`config.mk`:
```
export PLATFORM = sky130hd
export DESIGN_NAME = lpa_channel
export DESIGN_NICKNAME = d
export VERILOG_FILES = /design/src/hw/lpa_pkg.sv /design/src/hw/lpa_channel.sv
export SDC_FILE = /design/constraint.sdc
export NUM_CORES = 1
export LEC_CHECK = 0
export BUFFER_PORTS_ARGS = -buffer_cell sky130_fd_sc_hd__buf_2
export CORE_MARGIN = 1
export CORE_UTILIZATION = 60
export CTS_BUF_LIST = sky130_fd_sc_hd__clkbuf_8
export DETAILED_ROUTE_END_ITERATION = 16
export HOLD_SLACK_MARGIN = 0.05
export PLACE_DENSITY = 0.8
export REMOVE_ABC_BUFFERS = 1
export SLEW_MARGIN = 20
export SYNTH_ARGS = -nofsm -noshare
export SYNTH_HDL_FRONTEND = slang
export SYNTH_SLANG_ARGS = --single-unit
```
`constraint.sdc`:
```
create_clock -name clk_sys_i -period 3.8 [get_ports clk_sys_i]
set_input_delay 0.57 -clock clk_sys_i [delete_from_list [all_inputs] [get_ports clk_sys_i]]
set_output_delay 0.57 -clock clk_sys_i [all_outputs]
set_load 0.01 [all_outputs]
```
`src/hw/lpa_pkg.sv`:
```
// package: constants and carrier types for the linear pulse accumulator channel
package lpa_pkg;
   // ====================================================
   // modes and command layout
   localparam logic [7:0] LPA_MODE_LINEAR = 8'h03;
   localparam int LPA_PARAM_LEN = 16;
   localparam int LPA_INPUT_SELECT_BYTE_IDX = 0;
   localparam int LPA_CMD_NEWMODE = 7;
   localparam int LPA_CMD_STOP = 6;
   localparam int LPA_CMD_READ = 5;
   localparam int LPA_CMD_RESET = 4;
   localparam int LPA_CMD_START = 3;
   localparam logic [7:0] LPA_CMD_RSVD_MASK = 8'h07;
   // input select byte fields
   localparam int LPA_SEL_RATE_LO = 0;
   localparam int LPA_SEL_DIR = 2;
   localparam int LPA_SEL_IRQ_DATA = 3;
   localparam int LPA_SEL_IRQ_STAT = 4;
   localparam logic [1:0] LPA_RATE_X1 = 2'h0;
   localparam logic [1:0] LPA_RATE_X2 = 2'h1;
   localparam logic [1:0] LPA_RATE_X4 = 2'h2;
   // status byte
   localparam int LPA_STAT_BADCMD = 0;
   localparam logic [7:0] LPA_STAT_ERR_MASK = 8'h01;
   // rates
   localparam int LPA_CLK_HZ = 25000000;
   localparam int LPA_MAX_COUNT_HZ = 200000;
   localparam int LPA_MIN_EDGE_CYC = LPA_CLK_HZ / LPA_MAX_COUNT_HZ;

   typedef enum logic [2:0] {
      LPA_ST_MODE = 3'b000,
      LPA_ST_PARAM = 3'b001,
      LPA_ST_IDLE = 3'b010,
      LPA_ST_SCAN = 3'b011,
      LPA_ST_RD_HI = 3'b100,
      LPA_ST_RD_LO = 3'b101
   } lpa_state_t;

   typedef struct packed {
      logic valid;
      logic [7:0] data;
   } lpa_byte_t;

   typedef struct packed {
      logic valid;
      logic [15:0] data;
   } lpa_word_t;
endpackage

```
`src/hw/lpa_channel.sv`:
```
// linear pulse accumulator channel: command scanner, accumulator and buffers
`timescale 1ns/10ps
module lpa_channel import lpa_pkg::*; #(
   parameter int CNT_W = 16
) (
   // clock and reset
   input wire logic clk_sys_i,
   input wire logic reset_n_i,
   // tach phases, synchronous
   input wire logic tach_a_i,
   input wire logic tach_b_i,
   // command input buffer
   input wire lpa_byte_t cmd_in_i,
   output logic cmd_full_o,
   // result output buffer
   output lpa_word_t result_out_o,
   input wire logic result_take_i,
   // channel status buffer
   output lpa_byte_t status_out_o,
   input wire logic status_take_i,
   input wire logic irq_hw_en_i,
   output logic irq_o,
   // observed state
   output logic running_o,
   output logic linear_mode_o
);
   // ====================================================
   // state
   lpa_state_t st_r, st_nxt;
   logic [3:0] pcnt_r, pcnt_nxt;
   logic [7:0] sel_r, sel_nxt;
   logic [7:0] cmd_r, cmd_nxt;
   // working copy of the command under execution, so a byte that lands in the
   // buffer during a read wait cannot overwrite the bits still to be scanned
   logic [7:0] exe_r, exe_nxt;
   logic lin_r, lin_nxt;
   logic cmd_full_r, cmd_full_nxt;
   logic run_r, run_nxt;
   logic [CNT_W-1:0] lo_r, lo_nxt, hi_r, hi_nxt;
   logic [CNT_W-1:0] cap_lo_r, cap_lo_nxt;
   lpa_word_t res_r, res_nxt;
   lpa_byte_t stat_r, stat_nxt;
   logic irq_r, irq_nxt;
   logic a_d_r, b_d_r;

   // ====================================================
   // edge qualification
   function automatic logic edge_ok(input logic [1:0] rate, input logic ea, input logic eb,
                                    input logic ra);
      case (rate)
         LPA_RATE_X1: edge_ok = ra; // rising phase A only
         LPA_RATE_X2: edge_ok = ea;
         LPA_RATE_X4: edge_ok = ea | eb;
         default: edge_ok = 1'b0;
      endcase
   endfunction

   logic ea, eb, cnt_pulse;
   always_comb begin
      ea = tach_a_i ^ a_d_r;
      eb = tach_b_i ^ b_d_r;
      // direction is never looked at
      cnt_pulse = run_r & edge_ok(sel_r[LPA_SEL_RATE_LO +: 2], ea, eb, ea & tach_a_i);
   end

   // ====================================================
   // next state
   logic [CNT_W:0] lo_sum;
   logic [7:0] post;
   always_comb begin
      st_nxt = st_r;
      pcnt_nxt = pcnt_r;
      sel_nxt = sel_r;
      cmd_nxt = cmd_r;
      exe_nxt = exe_r;
      cmd_full_nxt = cmd_full_r;
      run_nxt = run_r;
      cap_lo_nxt = cap_lo_r;
      res_nxt = res_r;
      stat_nxt = stat_r;
      post = 8'h00;
      lo_sum = {1'b0, lo_r} + {{CNT_W{1'b0}}, cnt_pulse};
      lo_nxt = lo_sum[CNT_W-1:0];
      hi_nxt = hi_r + CNT_W'(lo_sum[CNT_W]);
      if (res_r.valid && result_take_i) begin
         res_nxt.valid = 1'b0;
      end
      if (status_take_i) begin
         stat_nxt.valid = 1'b0;
      end
      // command buffer accepts a byte only when empty
      if (cmd_in_i.valid && !cmd_full_r) begin
         cmd_nxt = cmd_in_i.data;
         cmd_full_nxt = 1'b1;
      end
      case (st_r)
         LPA_ST_MODE: begin
            if (cmd_full_r) begin
               cmd_full_nxt = 1'b0;
               if (cmd_r == LPA_MODE_LINEAR) begin
                  st_nxt = LPA_ST_PARAM;
                  pcnt_nxt = 4'h0;
               end
            end
         end
         LPA_ST_PARAM: begin
            if (cmd_full_r) begin
               cmd_full_nxt = 1'b0;
               if (32'(pcnt_r) == LPA_INPUT_SELECT_BYTE_IDX) begin
                  sel_nxt = cmd_r;
               end
               pcnt_nxt = pcnt_r + 4'h1;
               if (32'(pcnt_r) == LPA_PARAM_LEN - 1) begin
                  st_nxt = LPA_ST_IDLE;
                  lo_nxt = '0;
                  hi_nxt = '0;
                  run_nxt = 1'b0;
               end
            end
         end
         LPA_ST_IDLE: begin
            if (cmd_full_r) begin
               cmd_full_nxt = 1'b0;
               if (cmd_r[LPA_CMD_NEWMODE]) begin
                  st_nxt = LPA_ST_MODE;
                  run_nxt = 1'b0;
               end else if ((cmd_r & LPA_CMD_RSVD_MASK) != 8'h00) begin
                  post[LPA_STAT_BADCMD] = 1'b1;
               end else begin
                  // zero byte falls through every bit test untouched
                  exe_nxt = cmd_r;
                  st_nxt = LPA_ST_SCAN;
               end
               if (st_nxt != LPA_ST_SCAN) begin
                  stat_nxt.data = (stat_r.valid & ~status_take_i) ? stat_r.data | post : post;
                  stat_nxt.valid = 1'b1;
               end
            end
         end
         LPA_ST_SCAN: begin
            // stop, read, reset, start in descending bit order
            if (exe_r[LPA_CMD_STOP]) begin
               run_nxt = 1'b0;
            end
            if (exe_r[LPA_CMD_READ]) begin
               // capture hi from the post-increment value so a low carry is included
               res_nxt.data = hi_nxt;
               res_nxt.valid = 1'b1;
               cap_lo_nxt = lo_nxt;
               st_nxt = LPA_ST_RD_HI;
            end else begin
               if (exe_r[LPA_CMD_RESET]) begin
                  lo_nxt = '0;
                  hi_nxt = '0;
               end
               if (exe_r[LPA_CMD_START]) begin
                  run_nxt = 1'b1;
               end
               st_nxt = LPA_ST_IDLE;
               stat_nxt.data = (stat_r.valid & ~status_take_i) ? stat_r.data : 8'h00;
               stat_nxt.valid = 1'b1;
            end
         end
         LPA_ST_RD_HI: begin
            if (result_take_i) begin
               res_nxt.data = cap_lo_r;
               res_nxt.valid = 1'b1;
               st_nxt = LPA_ST_RD_LO;
            end
         end
         LPA_ST_RD_LO: begin
            if (result_take_i) begin
               // remaining bits run once both words are gone
               exe_nxt[LPA_CMD_STOP] = 1'b0;
               exe_nxt[LPA_CMD_READ] = 1'b0;
               st_nxt = LPA_ST_SCAN;
            end
         end
         default: st_nxt = LPA_ST_MODE;
      endcase
      irq_nxt = irq_hw_en_i & sel_r[LPA_SEL_IRQ_STAT] & stat_nxt.valid &
                ((stat_nxt.data & LPA_STAT_ERR_MASK) != 8'h00);
      lin_nxt = (st_nxt != LPA_ST_MODE) && (st_nxt != LPA_ST_PARAM);
   end

   // ====================================================
   // registers
   always_ff @(posedge clk_sys_i or negedge reset_n_i) begin
      if (!reset_n_i) begin
         st_r <= LPA_ST_MODE;
         pcnt_r <= 4'h0;
         sel_r <= 8'h00;
         cmd_r <= 8'h00;
         exe_r <= 8'h00;
         lin_r <= 1'b0;
         cmd_full_r <= 1'b0;
         run_r <= 1'b0;
         lo_r <= '0;
         hi_r <= '0;
         cap_lo_r <= '0;
         res_r <= '0;
         stat_r <= '0;
         irq_r <= 1'b0;
         a_d_r <= 1'b0;
         b_d_r <= 1'b0;
      end else begin
         st_r <= st_nxt;
         pcnt_r <= pcnt_nxt;
         sel_r <= sel_nxt;
         cmd_r <= cmd_nxt;
         exe_r <= exe_nxt;
         lin_r <= lin_nxt;
         cmd_full_r <= cmd_full_nxt;
         run_r <= run_nxt;
         lo_r <= lo_nxt;
         hi_r <= hi_nxt;
         cap_lo_r <= cap_lo_nxt;
         res_r <= res_nxt;
         stat_r <= stat_nxt;
         irq_r <= irq_nxt;
         a_d_r <= tach_a_i;
         b_d_r <= tach_b_i;
      end
   end

   always_comb begin
      cmd_full_o = cmd_full_r;
      result_out_o = res_r;
      status_out_o = stat_r;
      irq_o = irq_r;
      running_o = run_r;
      linear_mode_o = lin_r;
   end

   // ====================================================
   // checks
   wrap_to_zero_a: assert property (@(posedge clk_sys_i) disable iff (!reset_n_i)
      (st_r == LPA_ST_IDLE && lo_r == '1 && hi_r == '1 && cnt_pulse && !cmd_full_r)
      |=> (lo_r == '0 && hi_r == '0)) else $error("accumulator did not wrap");
   stopped_hold_a: assert property (@(posedge clk_sys_i) disable iff (!reset_n_i)
      (!run_r && st_r == LPA_ST_IDLE && !cmd_full_r) |=> $stable(lo_r))
      else $error("stopped accumulator moved");
   params_clear_a: assert property (@(posedge clk_sys_i) disable iff (!reset_n_i)
      (st_r == LPA_ST_PARAM && st_nxt == LPA_ST_IDLE) |=> (!run_r && lo_r == '0 && hi_r == '0))
      else $error("init did not clear");
   read_order_a: assert property (@(posedge clk_sys_i) disable iff (!reset_n_i)
      (st_r == LPA_ST_RD_HI && result_take_i) |=> (st_r == LPA_ST_RD_LO && res_r.valid))
      else $error("low word not posted");
   bad_cmd_flag_a: assert property (@(posedge clk_sys_i) disable iff (!reset_n_i)
      (st_r == LPA_ST_IDLE && cmd_full_r && !cmd_r[LPA_CMD_NEWMODE] &&
       (cmd_r & LPA_CMD_RSVD_MASK) != 8'h00)
      |=> (stat_r.valid && stat_r.data[LPA_STAT_BADCMD] && st_r == LPA_ST_IDLE))
      else $error("invalid command not flagged");
   start_runs_a: assert property (@(posedge clk_sys_i) disable iff (!reset_n_i)
      (st_r == LPA_ST_SCAN && exe_r[LPA_CMD_START] && !exe_r[LPA_CMD_READ]) |=> run_r)
      else $error("start did not enable");
   stop_halts_a: assert property (@(posedge clk_sys_i) disable iff (!reset_n_i)
      (st_r == LPA_ST_SCAN && exe_r[LPA_CMD_STOP] && !exe_r[LPA_CMD_START]) |=> !run_r)
      else $error("stop did not disable");
   reset_clears_a: assert property (@(posedge clk_sys_i) disable iff (!reset_n_i)
      (st_r == LPA_ST_SCAN && exe_r[LPA_CMD_RESET] && !exe_r[LPA_CMD_READ])
      |=> (lo_r == '0 && hi_r == '0))
      else $error("reset did not clear");
   zero_cmd_a: assert property (@(posedge clk_sys_i) disable iff (!reset_n_i)
      (st_r == LPA_ST_SCAN && exe_r == 8'h00) |=> (st_r == LPA_ST_IDLE && run_r == $past(run_r)))
      else $error("empty command acted");
   held_cmd_a: assert property (@(posedge clk_sys_i) disable iff (!reset_n_i)
      (st_r == LPA_ST_RD_HI && cmd_full_r) |=> cmd_full_r)
      else $error("command taken during read wait");
   newmode_exit_a: assert property (@(posedge clk_sys_i) disable iff (!reset_n_i)
      (st_r == LPA_ST_IDLE && cmd_full_r && cmd_r[LPA_CMD_NEWMODE]) |=> (st_r == LPA_ST_MODE && !run_r))
      else $error("mode change not taken");
   irq_status_a: assert property (@(posedge clk_sys_i) disable iff (!reset_n_i)
      irq_o |-> (irq_hw_en_i || $past(irq_hw_en_i)) && $past(sel_r[LPA_SEL_IRQ_STAT]))
      else $error("irq without enable");
endmodule

```
---- Yosys cells after proc, flatten, opt, wreduce, memory -nomap -nowiden ----
Cells that the tools add are included.
word-level totals
  register bits after elaboration ......... 107
  output and inout bits ................... 30
  word-level logic and storage cells ...... 143
operators by class
  add/sub/neg operators ................... 3
  equality and inequality tests ........... 25
  mux-type cells .......................... 59
  bitwise gates (word level) .............. 13
  reductions and logical operators ........ 23
operator list
  kind                                            number
  2-to-1 mux 16 bit                               8
  case mux 16 bit (2 select lines)                2
  2-to-1 mux 3 bit                                12
  2-to-1 mux 17 bit                               2
  case mux 17 bit (2 select lines)                1
  != test 2 bit (second input constant)           14
  2-to-1 mux 9 bit                                3
  2-to-1 mux 7 bit                                3
  case mux 3 bit (6 select lines)                 1
  case mux 9 bit (2 select lines)                 1
  adder 16 x 1 -> 17 bit                          1
  adder 16 x 1 -> 16 bit                          1
  2-to-1 mux 1 bit                                16
  2-to-1 mux 8 bit                                2
  AND reduction 5 bit                             3
  2-to-1 mux 4 bit                                3
  == test 8 x 2 -> 1 bit (second input constant)  1
  bitwise OR 8 x 1 -> 8 bit                       1
  case mux 4 bit (2 select lines)                 1
  AND reduction 4 bit                             2
  nonzero test 2 bit                              4
  nonzero test 8 bit                              1
  bitwise AND 1 bit                               6
  == test 3 x 2 -> 1 bit (second input constant)  2
  23 further kinds                                32

---- Depth between registers and ports, before layout ----
Gate-level depths: netlist of run 1.
  depth in word-level cells ............... 12
  depth in mapped cells ................... 16
  depth with buffers taken out ............ 16

---- Worst setup path before layout of run 1 ----
OpenSTA, ideal clock, no wires.
  kind .................................... input -> register
  start point ............................. in tach_a_i
  end point ............................... reg res_r, in the netlist result_out_o[15]
  library setup time ...................... 0.130 ns
  data arrival time ....................... 2.969 ns
  required time ........................... 3.670 ns
  path slack .............................. 0.701 ns
  cell stages on the path ................. 15
  path buffers ............................ 0
  path through ............................ ha_1 -> nor3_1 -> a21oi_1 -> nand2_1 -> a21oi_1 -> ha_1 -> ha_1 -> nand4_1 -> nor4_1 -> ha_1 -> nand2_1 -> nor2_1 -> nand4_1 -> xor2_1 -> o21ai_0
on the way
  word-level cells in the longest chain between the ends .. 8
ends and longest elaborated chain
  item                                                   RTL line                              RTL
  start, declared                                        lpa_channel.sv:10                     input wire logic tach_a_i,
  bitwise XOR 1 bit                                      lpa_channel.sv:60                     ea = tach_a_i ^ a_d_r;
  bitwise OR 1 bit or bitwise AND 1 bit (tied branches)  lpa_channel.sv:53, lpa_channel.sv:63
  case mux 1 bit (3 select lines) *                      lpa_channel.sv:50                     case (rate)
  bitwise AND 1 bit *                                    lpa_channel.sv:63                     cnt_pulse = run_r & edge_ok(sel_r[LPA_SEL_RATE_LO +: 2], ea, eb, ea & tach_a_i);
  adder 16 x 1 -> 17 bit *                               lpa_channel.sv:82                     lo_sum = {1'b0, lo_r} + {{CNT_W{1'b0}}, cnt_pulse};
  adder 16 x 1 -> 16 bit *                               lpa_channel.sv:84                     hi_nxt = hi_r + CNT_W'(lo_sum[CNT_W]);
  2-to-1 mux 17 bit *                                    lpa_channel.sv:145                    if (exe_r[LPA_CMD_READ]) begin
  case mux 17 bit (2 select lines) *                     lpa_channel.sv:96                     case (st_r)
  end signal, assigned                                   lpa_channel.sv:218                    res_r <= res_nxt;
  end, declared                                          lpa_channel.sv:41                     lpa_word_t res_r, res_nxt;
Mark *: on every way between the ends. The rest lies on a longest branch, timed or not. The select of a mux whose other input is x is not followed.
A chain may end at the register's enable or synchronous reset.

---- Worst setup path after layout of run 1 ----
  start point ............................. reg a_d_r
  end point ............................... reg res_r, in the netlist result_out_o[7]
on the way
  word-level cells in the longest chain between the ends .. 8
ends and longest elaborated chain
  item                                                   RTL line                              RTL
  start, declared                                        lpa_channel.sv:44                     logic a_d_r, b_d_r;
  start signal, assigned                                 lpa_channel.sv:221                    a_d_r <= tach_a_i;
  bitwise XOR 1 bit *                                    lpa_channel.sv:60
  bitwise OR 1 bit or bitwise AND 1 bit (tied branches)  lpa_channel.sv:53, lpa_channel.sv:63
  case mux 1 bit (3 select lines) *                      lpa_channel.sv:50
  bitwise AND 1 bit *                                    lpa_channel.sv:63
  adder 16 x 1 -> 17 bit *                               lpa_channel.sv:82
  adder 16 x 1 -> 16 bit *                               lpa_channel.sv:84
  2-to-1 mux 17 bit *                                    lpa_channel.sv:145
  case mux 17 bit (2 select lines) *                     lpa_channel.sv:96
Marks and branches as above.

==> flow_summary.yaml, run 1 <==
synth:
  synth_cells: 412
  ys_warn_count: 0
  synthArstFlopShare_pct: 100
  ys_top_cells_by_area: "dfrtp_1 56%, o21ai_0 4.4%, nor2_1 4.4%"
  avgSynthCellArea_um2: 10.4
  ys_ff_latch: 95
  seq_area_frac_synth_pct: 55.6
  synth_top_area_cell: "dfrtp_1"
  synth_ff_type: "dfrtp_1"
  syn_area_um2: 4280
  synth_cell_types: 41
  synth-edff-count: 0
  synth_top_area_share_pct: 55.6
worst_setup_path:
  start_kind: "register"
  path_class: "register to register"
  max_stage_delay_ns: 0.41
  crit_family: "simple AND/OR/NAND/NOR gates"
  cp_max_fo: 5
  worstPathRequired_ns: 4.04
  worst_path_most_repeated_cell: "ha_1"
  cp.arrival_ns: 3.56
  worstPathCellList: "inv_1 > ha_1 > nor3_1 > a21oi_1 > nand2_1 > a21oi_1 > ha_1 > ha_1 > nand4_1 > nor4_1 > ha_1 > nand2_1 > nor2_1 > nand3_1 > xor2_1 > o21ai_0"
  end_kind: "register"
  crit_slowest_cell: "nor4_1"
  worst-path-buf-inv: 1
floorplan:
  core_um2: 6830
  start_util_pct: 62.6
  die_area_um2: 7470
  num_io_pins: 46
  std_cell_rows: 30
  die_w_um: 86.4
  die_h_um: 86.4
clock_network:
  hold_buffers: 0
  clk_latency_ns: 0.36
  cts_num_sinks: 95
  cts_setup_buffers: 0
  cts_tree: "yes"
  clockBufferDepth: 2
  cts_made_buffers: 9
  cts_root_buf: "clkbuf_8"
  clk_pin_slew_ns: 0.09
  post_cts_resized: 0
  h-tree-depth: 3
hold_path:
  hold_class: "primary input to asynchronous set/reset pin"
power_and_ir_drop:
  intPower_uw: 1950
  power.density_nw_per_um2: 614
  p_leak_uw: 0.00227
  power_switching_uw: 966
  pwr-share-clk_pct: 23.5
  pwr-share-seq_pct: 52.8
  peakVddDrop_mv: 0.376
  swShare_pct: 33.2
  combPwrFrac_pct: 23.7
placement:
  dpl.hpwl_mm: 6.13
  place_ws_ns: 0.239
  place.gp.congestion: 0.890
  dp_cells: 536
  port_buffers: 38
global_routing:
  antenna_found_initial: 0
  grt_pass1_vias: 3168
  grt.total_usage_pct: 26.3
  grt.overflow.total: 0
  grt_pass1_wl_mm: 15.0
  grt_max_degree: 53
sta:
  finalWorstSetupSlack_ns: 0.477
  fmax_mhz: 301
  slew_headroom_pct: 56.7
  drv_slew: 0
  rsz0062_at_grt: "no"
  finalSetupViolCount: 0
  setup_tns_ns: 0
  finalCritPeriodShare_pct: 87.4
  hold_viol_final: 0
  fin_crit_ns: 3.32
  tightest_slew_ns: 0.648
  skew_ns: 0.00825
route:
  wire_per_inst_um: 15.9
  ant_nets: 0
  drc: 0
  drt-total-wl_mm: 8.76
  firstDrtPassIters: 4
  vias: 3151
  drt_iter0_markers: 237
  via_per_inst: 5.72
layout:
  fillers: 542
  synthToLayoutAreaGrowth_pct: 10.9
  n_antenna_cell: 0
  stdcell_count: 551
  nets: 474
  final_layout_size_suffix_gt1_share_pct: 17.1
run_status:
  status: "finished clean"
flow_run:
  maxCapViolCount: 0
-- sequential cells by signal, summed over array words and instances, names as in the netlist --
name and flops:
a_d_r 1, b_d_r 1, cap_lo_r 16, cmd_full_o 1, cmd_r 8, exe_r 4
hi_r 16, irq_o 1, linear_mode_o 1, lo_r 16, pcnt_r 4, result_out_o 17
running_o 1, sel_r 3, st_r 3, status_out_o 2
-- logic make-up after synthesis --
| kind of cell | count (synthesis) | share of synthesized area, % |
|---|---|---|
| other | 1 | 0.0877 |
| XOR/XNOR | 30 | 6.14 |
| AO/OA/AOI/OAI | 70 | 10.5 |
| multiplexers | 12 | 3.13 |
| AND/OR/NAND/NOR | 164 | 18.6 |
| buffers and inverters | 33 | 3.98 |
| flip-flops | 95 | 55.6 |
| adder cells (fa/ha/maj) | 7 | 2.05 |
-- cell type report --
class,count,area (µm²),share of cell area (%)
inverters,10,37.5,0.791
multi-input cells,290,1760,37.0
flip-flops and latches,95,2380,50.1
clock buffers,11,151,3.19
clock inverters,4,55.1,1.16
repair buffers,45,245,5.17
well taps,96,120,2.53
-- power groups by stage --
stage          registers [µW]  logic (µW)  clock network, µW
2_1_floorplan            1530         433                  0
3_3_place_gp             1540         664                  0
3_5_place_dp             1550         700                  0
4_1_cts                  1540         700                692
5_1_grt                  1580         784                737
6_report                 1540         689                685
-- per-stage QoR --
| stage | total power (µW) | hold WS, ns | area (µm²) | util (%) |
|---|---|---|---|---|
| after floorplan | 1960 | 0.274 | 4170 | - |
| after global placement | 2210 | 0.455 | 4540 | 66.4 |
| after detailed placement | 2250 | 0.460 | 4540 | 66.4 |
| after CTS | 2930 | 0.296 | 4740 | 69.4 |
| after global routing | 3100 | 0.317 | 4740 | 69.4 |
| final | 2910 | 0.281 | 4740 | 69.4 |
-- worst paths after layout --
path,startpoint,endpoint,slack [ns],cells past startpoint
min,reset_n_i,result_out_o[3],0.28,2
min reg2reg,exe_r[3],exe_r[3],0.48,2
max reg2reg,a_d_r,result_out_o[7],0.48,16
max,a_d_r,result_out_o[7],0.48,16
max in group asynchronous,reset_n_i,st_r[1],3.05,2
min in group clk_sys_i,tach_a_i,a_d_r,0.33,1
-- layout by cell type, fill, tap and decap left out, types with 8 or more instances in the layout --
cell type	netlist	routed
dfrtp_1	95	95
nor2_1	50	50
nand2_1	47	47
o21ai_0	38	38
buf_2	7	37
nand3_1	20	20
xor2_1	18	18
xnor2_1	12	12
a22oi_1	12	12
mux2_2	11	11
clkbuf_8	0	11
inv_1	10	10
nand4_1	9	9
nor3_1	8	8
buf_4	8	8
-- cells in the mapped netlist (8+ instances only) --
| cell type | n |
|---|---|
| mux2_2 | 11 |
| nand4_1 | 9 |
| dfrtp_1 | 95 |
| nor2_1 | 50 |
| inv_1 | 10 |
| xnor2_1 | 12 |
| nand3_1 | 20 |
| a22oi_1 | 12 |
| nand2_1 | 47 |
| nor3_1 | 8 |
| buf_4 | 8 |
| o21ai_0 | 38 |
| xor2_1 | 18 |
-- per-layer routing --
metal | wire [µm] | global-route usage, % | vias to the layer above
met4 | 207 | 11.4 | 0
met5 | 0 | 0 | -
met2 | 4500 | 44.4 | 80
li1 | - | - | 1485
met1 | 3730 | 33.1 | 1563
met3 | 321 | 5.14 | 23
(Power assumes the default switching activity.)
==> inputs of run 2 (changes only) <==
==> constraint.sdc (replaced) <==
create_clock -name clk_sys_i -period 3.8 [get_ports clk_sys_i]
set_input_delay 0.38 -clock clk_sys_i [delete_from_list [all_inputs] [get_ports clk_sys_i]]
set_output_delay 0.38 -clock clk_sys_i [all_outputs]
set_load 0.01 [all_outputs]
==> run 2 against run 1 <==
Cell area is 0.63% lower. Combinational power is 1% higher. Routed wire length hardly changed. Largest cell class unchanged. Non-clock buffer count is 2 lower. Core utilization is 0.44 points lower. Total power is 1.5% lower. Sequential share of layout area is 0.32 points higher.
==> flow_summary.yaml, run 2 (synthesis results as in run 1) <==
clock_network:
  clk_latency_ns: 0.36
  hold_buffers: 0
  cts_setup_buffers: 0
  cts_root_buf: "clkbuf_8"
  cts_made_buffers: 9
  h-tree-depth: 3
  clockBufferDepth: 2
  post_cts_resized: 0
  cts_tree: "yes"
  clk_pin_slew_ns: 0.09
  cts_num_sinks: 95
floorplan:
  core_um2: 6830
  die_area_um2: 7470
  num_io_pins: 46
  start_util_pct: 62.6
  die_h_um: 86.4
  die_w_um: 86.4
  std_cell_rows: 30
layout:
  n_antenna_cell: 0
  synthToLayoutAreaGrowth_pct: 10.2
  fillers: 544
  largest_register_ffs: 17
  final_common_cell: "dfrtp_1"
  mostFrequentLayoutCells: "95 x dfrtp_1, 50 x nor2_1, 47 x nand2_1"
  design_area_um2: 4710
  final_layout_size_suffix_gt1_share_pct: 17.0
  nets: 472
power_and_ir_drop:
  p_leak_uw: 0.00225
  total_power_uw: 2870
  power.density_nw_per_um2: 609
  peakVddDrop_mv: 0.376
placement:
  place.gp.congestion: 0.865
  dpl.hpwl_mm: 6.08
  port_buffers: 38
  post_dp_cell_area_um2: 4520
  place_ws_ns: 0.276
worst_setup_path:
  start_kind: "register"
  worstPathRequired_ns: 4.03
  cp_max_fo: 5
  cp.arrival_ns: 3.65
  path_class: "register to register"
  end_kind: "register"
  crit_path_start: "a_d_r"
  rr_startpoint: "a_d_r"
route:
  via_per_inst: 5.69
  drt-total-wl_mm: 8.76
  firstDrtPassIters: 4
  drt_iter0_markers: 224
  wire_per_inst_um: 15.9
  drc: 0
  vias: 3130
  ant_nets: 0
flow_run:
  maxCapViolCount: 0
sta:
  hold_viol_final: 0
  finalWorstSetupSlack_ns: 0.383
  slew_headroom_pct: 54.7
  rsz0062_at_grt: "no"
  fmax_mhz: 293
  setup_tns_ns: 0
  skew_ns: 0.00809
  tightest_slew_ns: 0.679
  fin_crit_ns: 3.42
  finalCritPeriodShare_pct: 89.9
  drv_slew: 0
  finalSetupViolCount: 0
run_status:
  status: "finished clean"
global_routing:
  grt_pass1_wl_mm: 15.0
  grt_max_degree: 55
  antenna_found_initial: 0
  grt.overflow.total: 0
  grt_pass1_vias: 3115
  grt.total_usage_pct: 26.3
hold_path:
  hold_class: "primary input to asynchronous set/reset pin"
## run 2: changes by cell type in the layout (fill, tap and decap cells not counted), sizes merged
cell    change
clkbuf      +1
inv         +1
buf         -2
bufinv      -1
## run 2: per-layer routing
metal | part of all wire [%] | routed length (µm) | up-vias | GRT usage, %
met5 | 0 | 0 | - | 0
li1 | - | - | 1477 | -
met2 | 51 | 4460 | 67 | 44.9
met3 | 2.7 | 240 | 20 | 3.33
met1 | 44 | 3840 | 1566 | 33.9
met4 | 2.5 | 216 | 0 | 11.5
## run 2: path summary, 6_finish.rpt
kind	endpoint	slack [ns]	cells past startpoint
max in group asynchronous	pcnt_r[1]	2.76	2
min	result_out_o[5]	0.05	1
max	result_out_o[7]	0.38	16
min reg2reg	cap_lo_r[14]	0.49	2
max reg2reg	result_out_o[7]	0.38	16
min in group clk_sys_i	a_d_r	0.14	1
## run 2: final cells by class
type,instances,area (µm²),share of cell area (%)
Tap cell,96,120,2.55
Clock buffer,12,165,3.50
Inverter,10,37.5,0.796
Sequential cell,95,2380,50.4
Timing Repair Buffer,43,230,4.88
Clock inverter,4,26.3,0.557
Multi-Input combinational cell,290,1760,37.3
## run 2: stage by stage
| stage | util, % | hold WS [ns] | cells |
|---|---|---|---|
| finish | 69.0 | 0.0508 | 550 |
| detailed placement | 66.2 | 0.458 | 534 |
| global route | 69.0 | 0.110 | 550 |
| global placement | 66.2 | 0.455 | 534 |
| CTS | 69.0 | 0.0706 | 550 |
| floorplan | - | 0.0844 | 395 |
## run 2: report_power, final
| part | total, µW | switching [µW] | internal (µW) | leakage (µW) |
|---|---|---|---|---|
| registers | 1540 | 256 | 1280 | 0.00123 |
| logic | 696 | 373 | 322 | 0.000929 |
| clock network | 634 | 342 | 292 | 0.0000988 |
## run 2: worst max-delay path, cell delays in order, from the launching register on
cell and delay, ns:
dfrtp_1 0.37, inv_1 0.05, ha_1 0.13, nor3_1 0.04, a21oi_1 0.11, nand2_1 0.07
a21oi_1 0.14, ha_1 0.26, ha_1 0.26, nand4_1 0.25, nor4_1 0.42, ha_1 0.29
nand2_1 0.09, nor2_1 0.33, nand3_1 0.15, xor2_1 0.22, o21ai_0 0.12
==> inputs of run 3 (changes only) <==
--- a/config.mk
+++ b/config.mk
@@ -6,6 +6,7 @@
 export NUM_CORES = 1
 export LEC_CHECK = 0
 export BUFFER_PORTS_ARGS = -buffer_cell sky130_fd_sc_hd__buf_2
+export CORE_ASPECT_RATIO = 1.25
 export CORE_MARGIN = 1
 export CORE_UTILIZATION = 60
 export CTS_BUF_LIST = sky130_fd_sc_hd__clkbuf_8
==> run 3 against run 2 <==
Global-route usage is 0.064 points lower. Non-clock buffer count stayed put. Critical endpoint is now result_out_o[8]. Hold slack better by 0.099 ns. Register-to-register slack worse by 0.04 ns. Highest routed layer unchanged. Clock skew is 0.0040 ns higher.
==> flow_summary.yaml, run 3 (synthesis results as in run 1) <==
sta:
  setup_tns_ns: 0
  rsz0062_at_grt: "no"
  finalCritPeriodShare_pct: 91.1
  slew_headroom_pct: 37.3
  drv_slew: 0
  skew_ns: 0.0120
  hold_viol_final: 0
  fmax_mhz: 289
  fin_crit_ns: 3.46
  tightest_slew_ns: 0.940
  finalSetupViolCount: 0
route:
  via_per_inst: 5.79
  vias: 3152
  drt_iter0_markers: 273
  firstDrtPassIters: 4
  drc: 0
  wire_per_inst_um: 16.8
  drt-total-wl_mm: 9.13
  ant_nets: 0
floorplan:
  die_h_um: 96.4
  std_cell_rows: 34
  die_w_um: 77.5
  core_um2: 6930
  die_area_um2: 7470
  start_util_pct: 61.7
  num_io_pins: 46
worst_setup_path:
  cp_max_fo: 5
  max_stage_delay_ns: 0.41
  worstPathRequired_ns: 4.03
  start_kind: "register"
  crit_family: "simple AND/OR/NAND/NOR gates"
  cp.arrival_ns: 3.69
  worst_path_most_repeated_cell: "ha_1"
  worstPathCellList: "inv_1 > ha_1 > nor3_1 > a21oi_1 > nand2_1 > a21oi_1 > ha_1 > ha_1 > nand4_1 > nor4_2 > ha_1 > nand2_1 > nor2_1 > and4_1 > xnor2_1 > o21ai_0"
  worst-path-buf-inv: 1
  crit_slowest_cell: "nor4_2"
  end_kind: "register"
  path_class: "register to register"
  rrSetupSlack_ns: 0.34
placement:
  dpl.hpwl_mm: 6.45
  port_buffers: 38
  place.gp.congestion: 0.898
  dp_cells: 528
clock_network:
  clockBufferDepth: 2
  cts_made_buffers: 9
  clk_pin_slew_ns: 0.09
  cts_setup_buffers: 0
  clk_latency_ns: 0.36
  h-tree-depth: 3
  cts_tree: "yes"
  cts_num_sinks: 95
  cts_root_buf: "clkbuf_8"
power_and_ir_drop:
  power.density_nw_per_um2: 606
  p_leak_uw: 0.00224
  peakVddDrop_mv: 0.420
flow_run:
  maxCapViolCount: 0
layout:
  mostFrequentLayoutCells: "95 x dfrtp_1, 49 x nor2_1, 47 x nand2_1"
  final_common_cell: "dfrtp_1"
  fillers: 557
  stdcell_count: 544
  largest_register_ffs: 17
  nets: 472
  synthToLayoutAreaGrowth_pct: 10.0
  n_antenna_cell: 0
  fin_util_pct: 67.9
  final_layout_size_suffix_gt1_share_pct: 17.4
global_routing:
  grt.overflow.total: 0
  grt_max_degree: 77
  grt_pass1_vias: 3042
  grt.total_usage_pct: 26.2
  antenna_found_initial: 0
  grt_pass1_wl_mm: 14.7
run_status:
  status: "finished clean"
hold_path:
  hold_class: "primary input to asynchronous set/reset pin"
[run 3: where the power goes]
group          total (µW)  internal (µW)  switching, µW
registers            1540           1280            258
clock network         616            271            345
logic                 695            323            372
total                2850           1880            975
[run 3: cell type report]
cell class | instances | area (µm²) | share of cell area [%]
repair buffers | 43 | 230 | 4.89
multi-input cells | 290 | 1770 | 37.5
inverters | 10 | 37.5 | 0.797
well taps | 90 | 113 | 2.39
clock inverters | 5 | 32.5 | 0.691
flip-flops and latches | 95 | 2380 | 50.5
clock buffers | 11 | 151 | 3.22
[run 3: worst paths after layout]
check	start	to	depth (start not counted)
worst max-delay path	a_d_r	result_out_o[8]	16
worst min-delay path	reset_n_i	cap_lo_r[4]	1
worst max register to register	a_d_r	result_out_o[8]	16
worst min register to register	exe_r[3]	exe_r[3]	2
max in group asynchronous	reset_n_i	cap_lo_r[5]	2
min in group clk_sys_i	tach_b_i	b_d_r	1
[run 3: what timing repair did]
item	CTS	global route
gates resized for setup	0	2
setup endpoints to repair	0	9
hold buffers	0	0
[run 3: routing by layer]
metal | vias up | global-route usage (%) | share of wire, %
met5 | - | 0 | 0
met4 | 0 | 9.59 | 1.6
met3 | 17 | 4.04 | 3.2
met2 | 86 | 50.4 | 55
met1 | 1568 | 29.5 | 40
li1 | 1481 | - | -
[run 3: stage by stage]
stage	total power, µW	hold slack (ns)	area [µm²]	setup WS [ns]
after global routing	3030	0.149	4710	0.0627
after CTS	2870	0.157	4700	0.165
after detailed placement	2260	0.465	4510	0.145
after global placement	2210	0.455	4510	0.413
final	2850	0.150	4710	0.339
after floorplan	1960	0.0844	4170	0.849
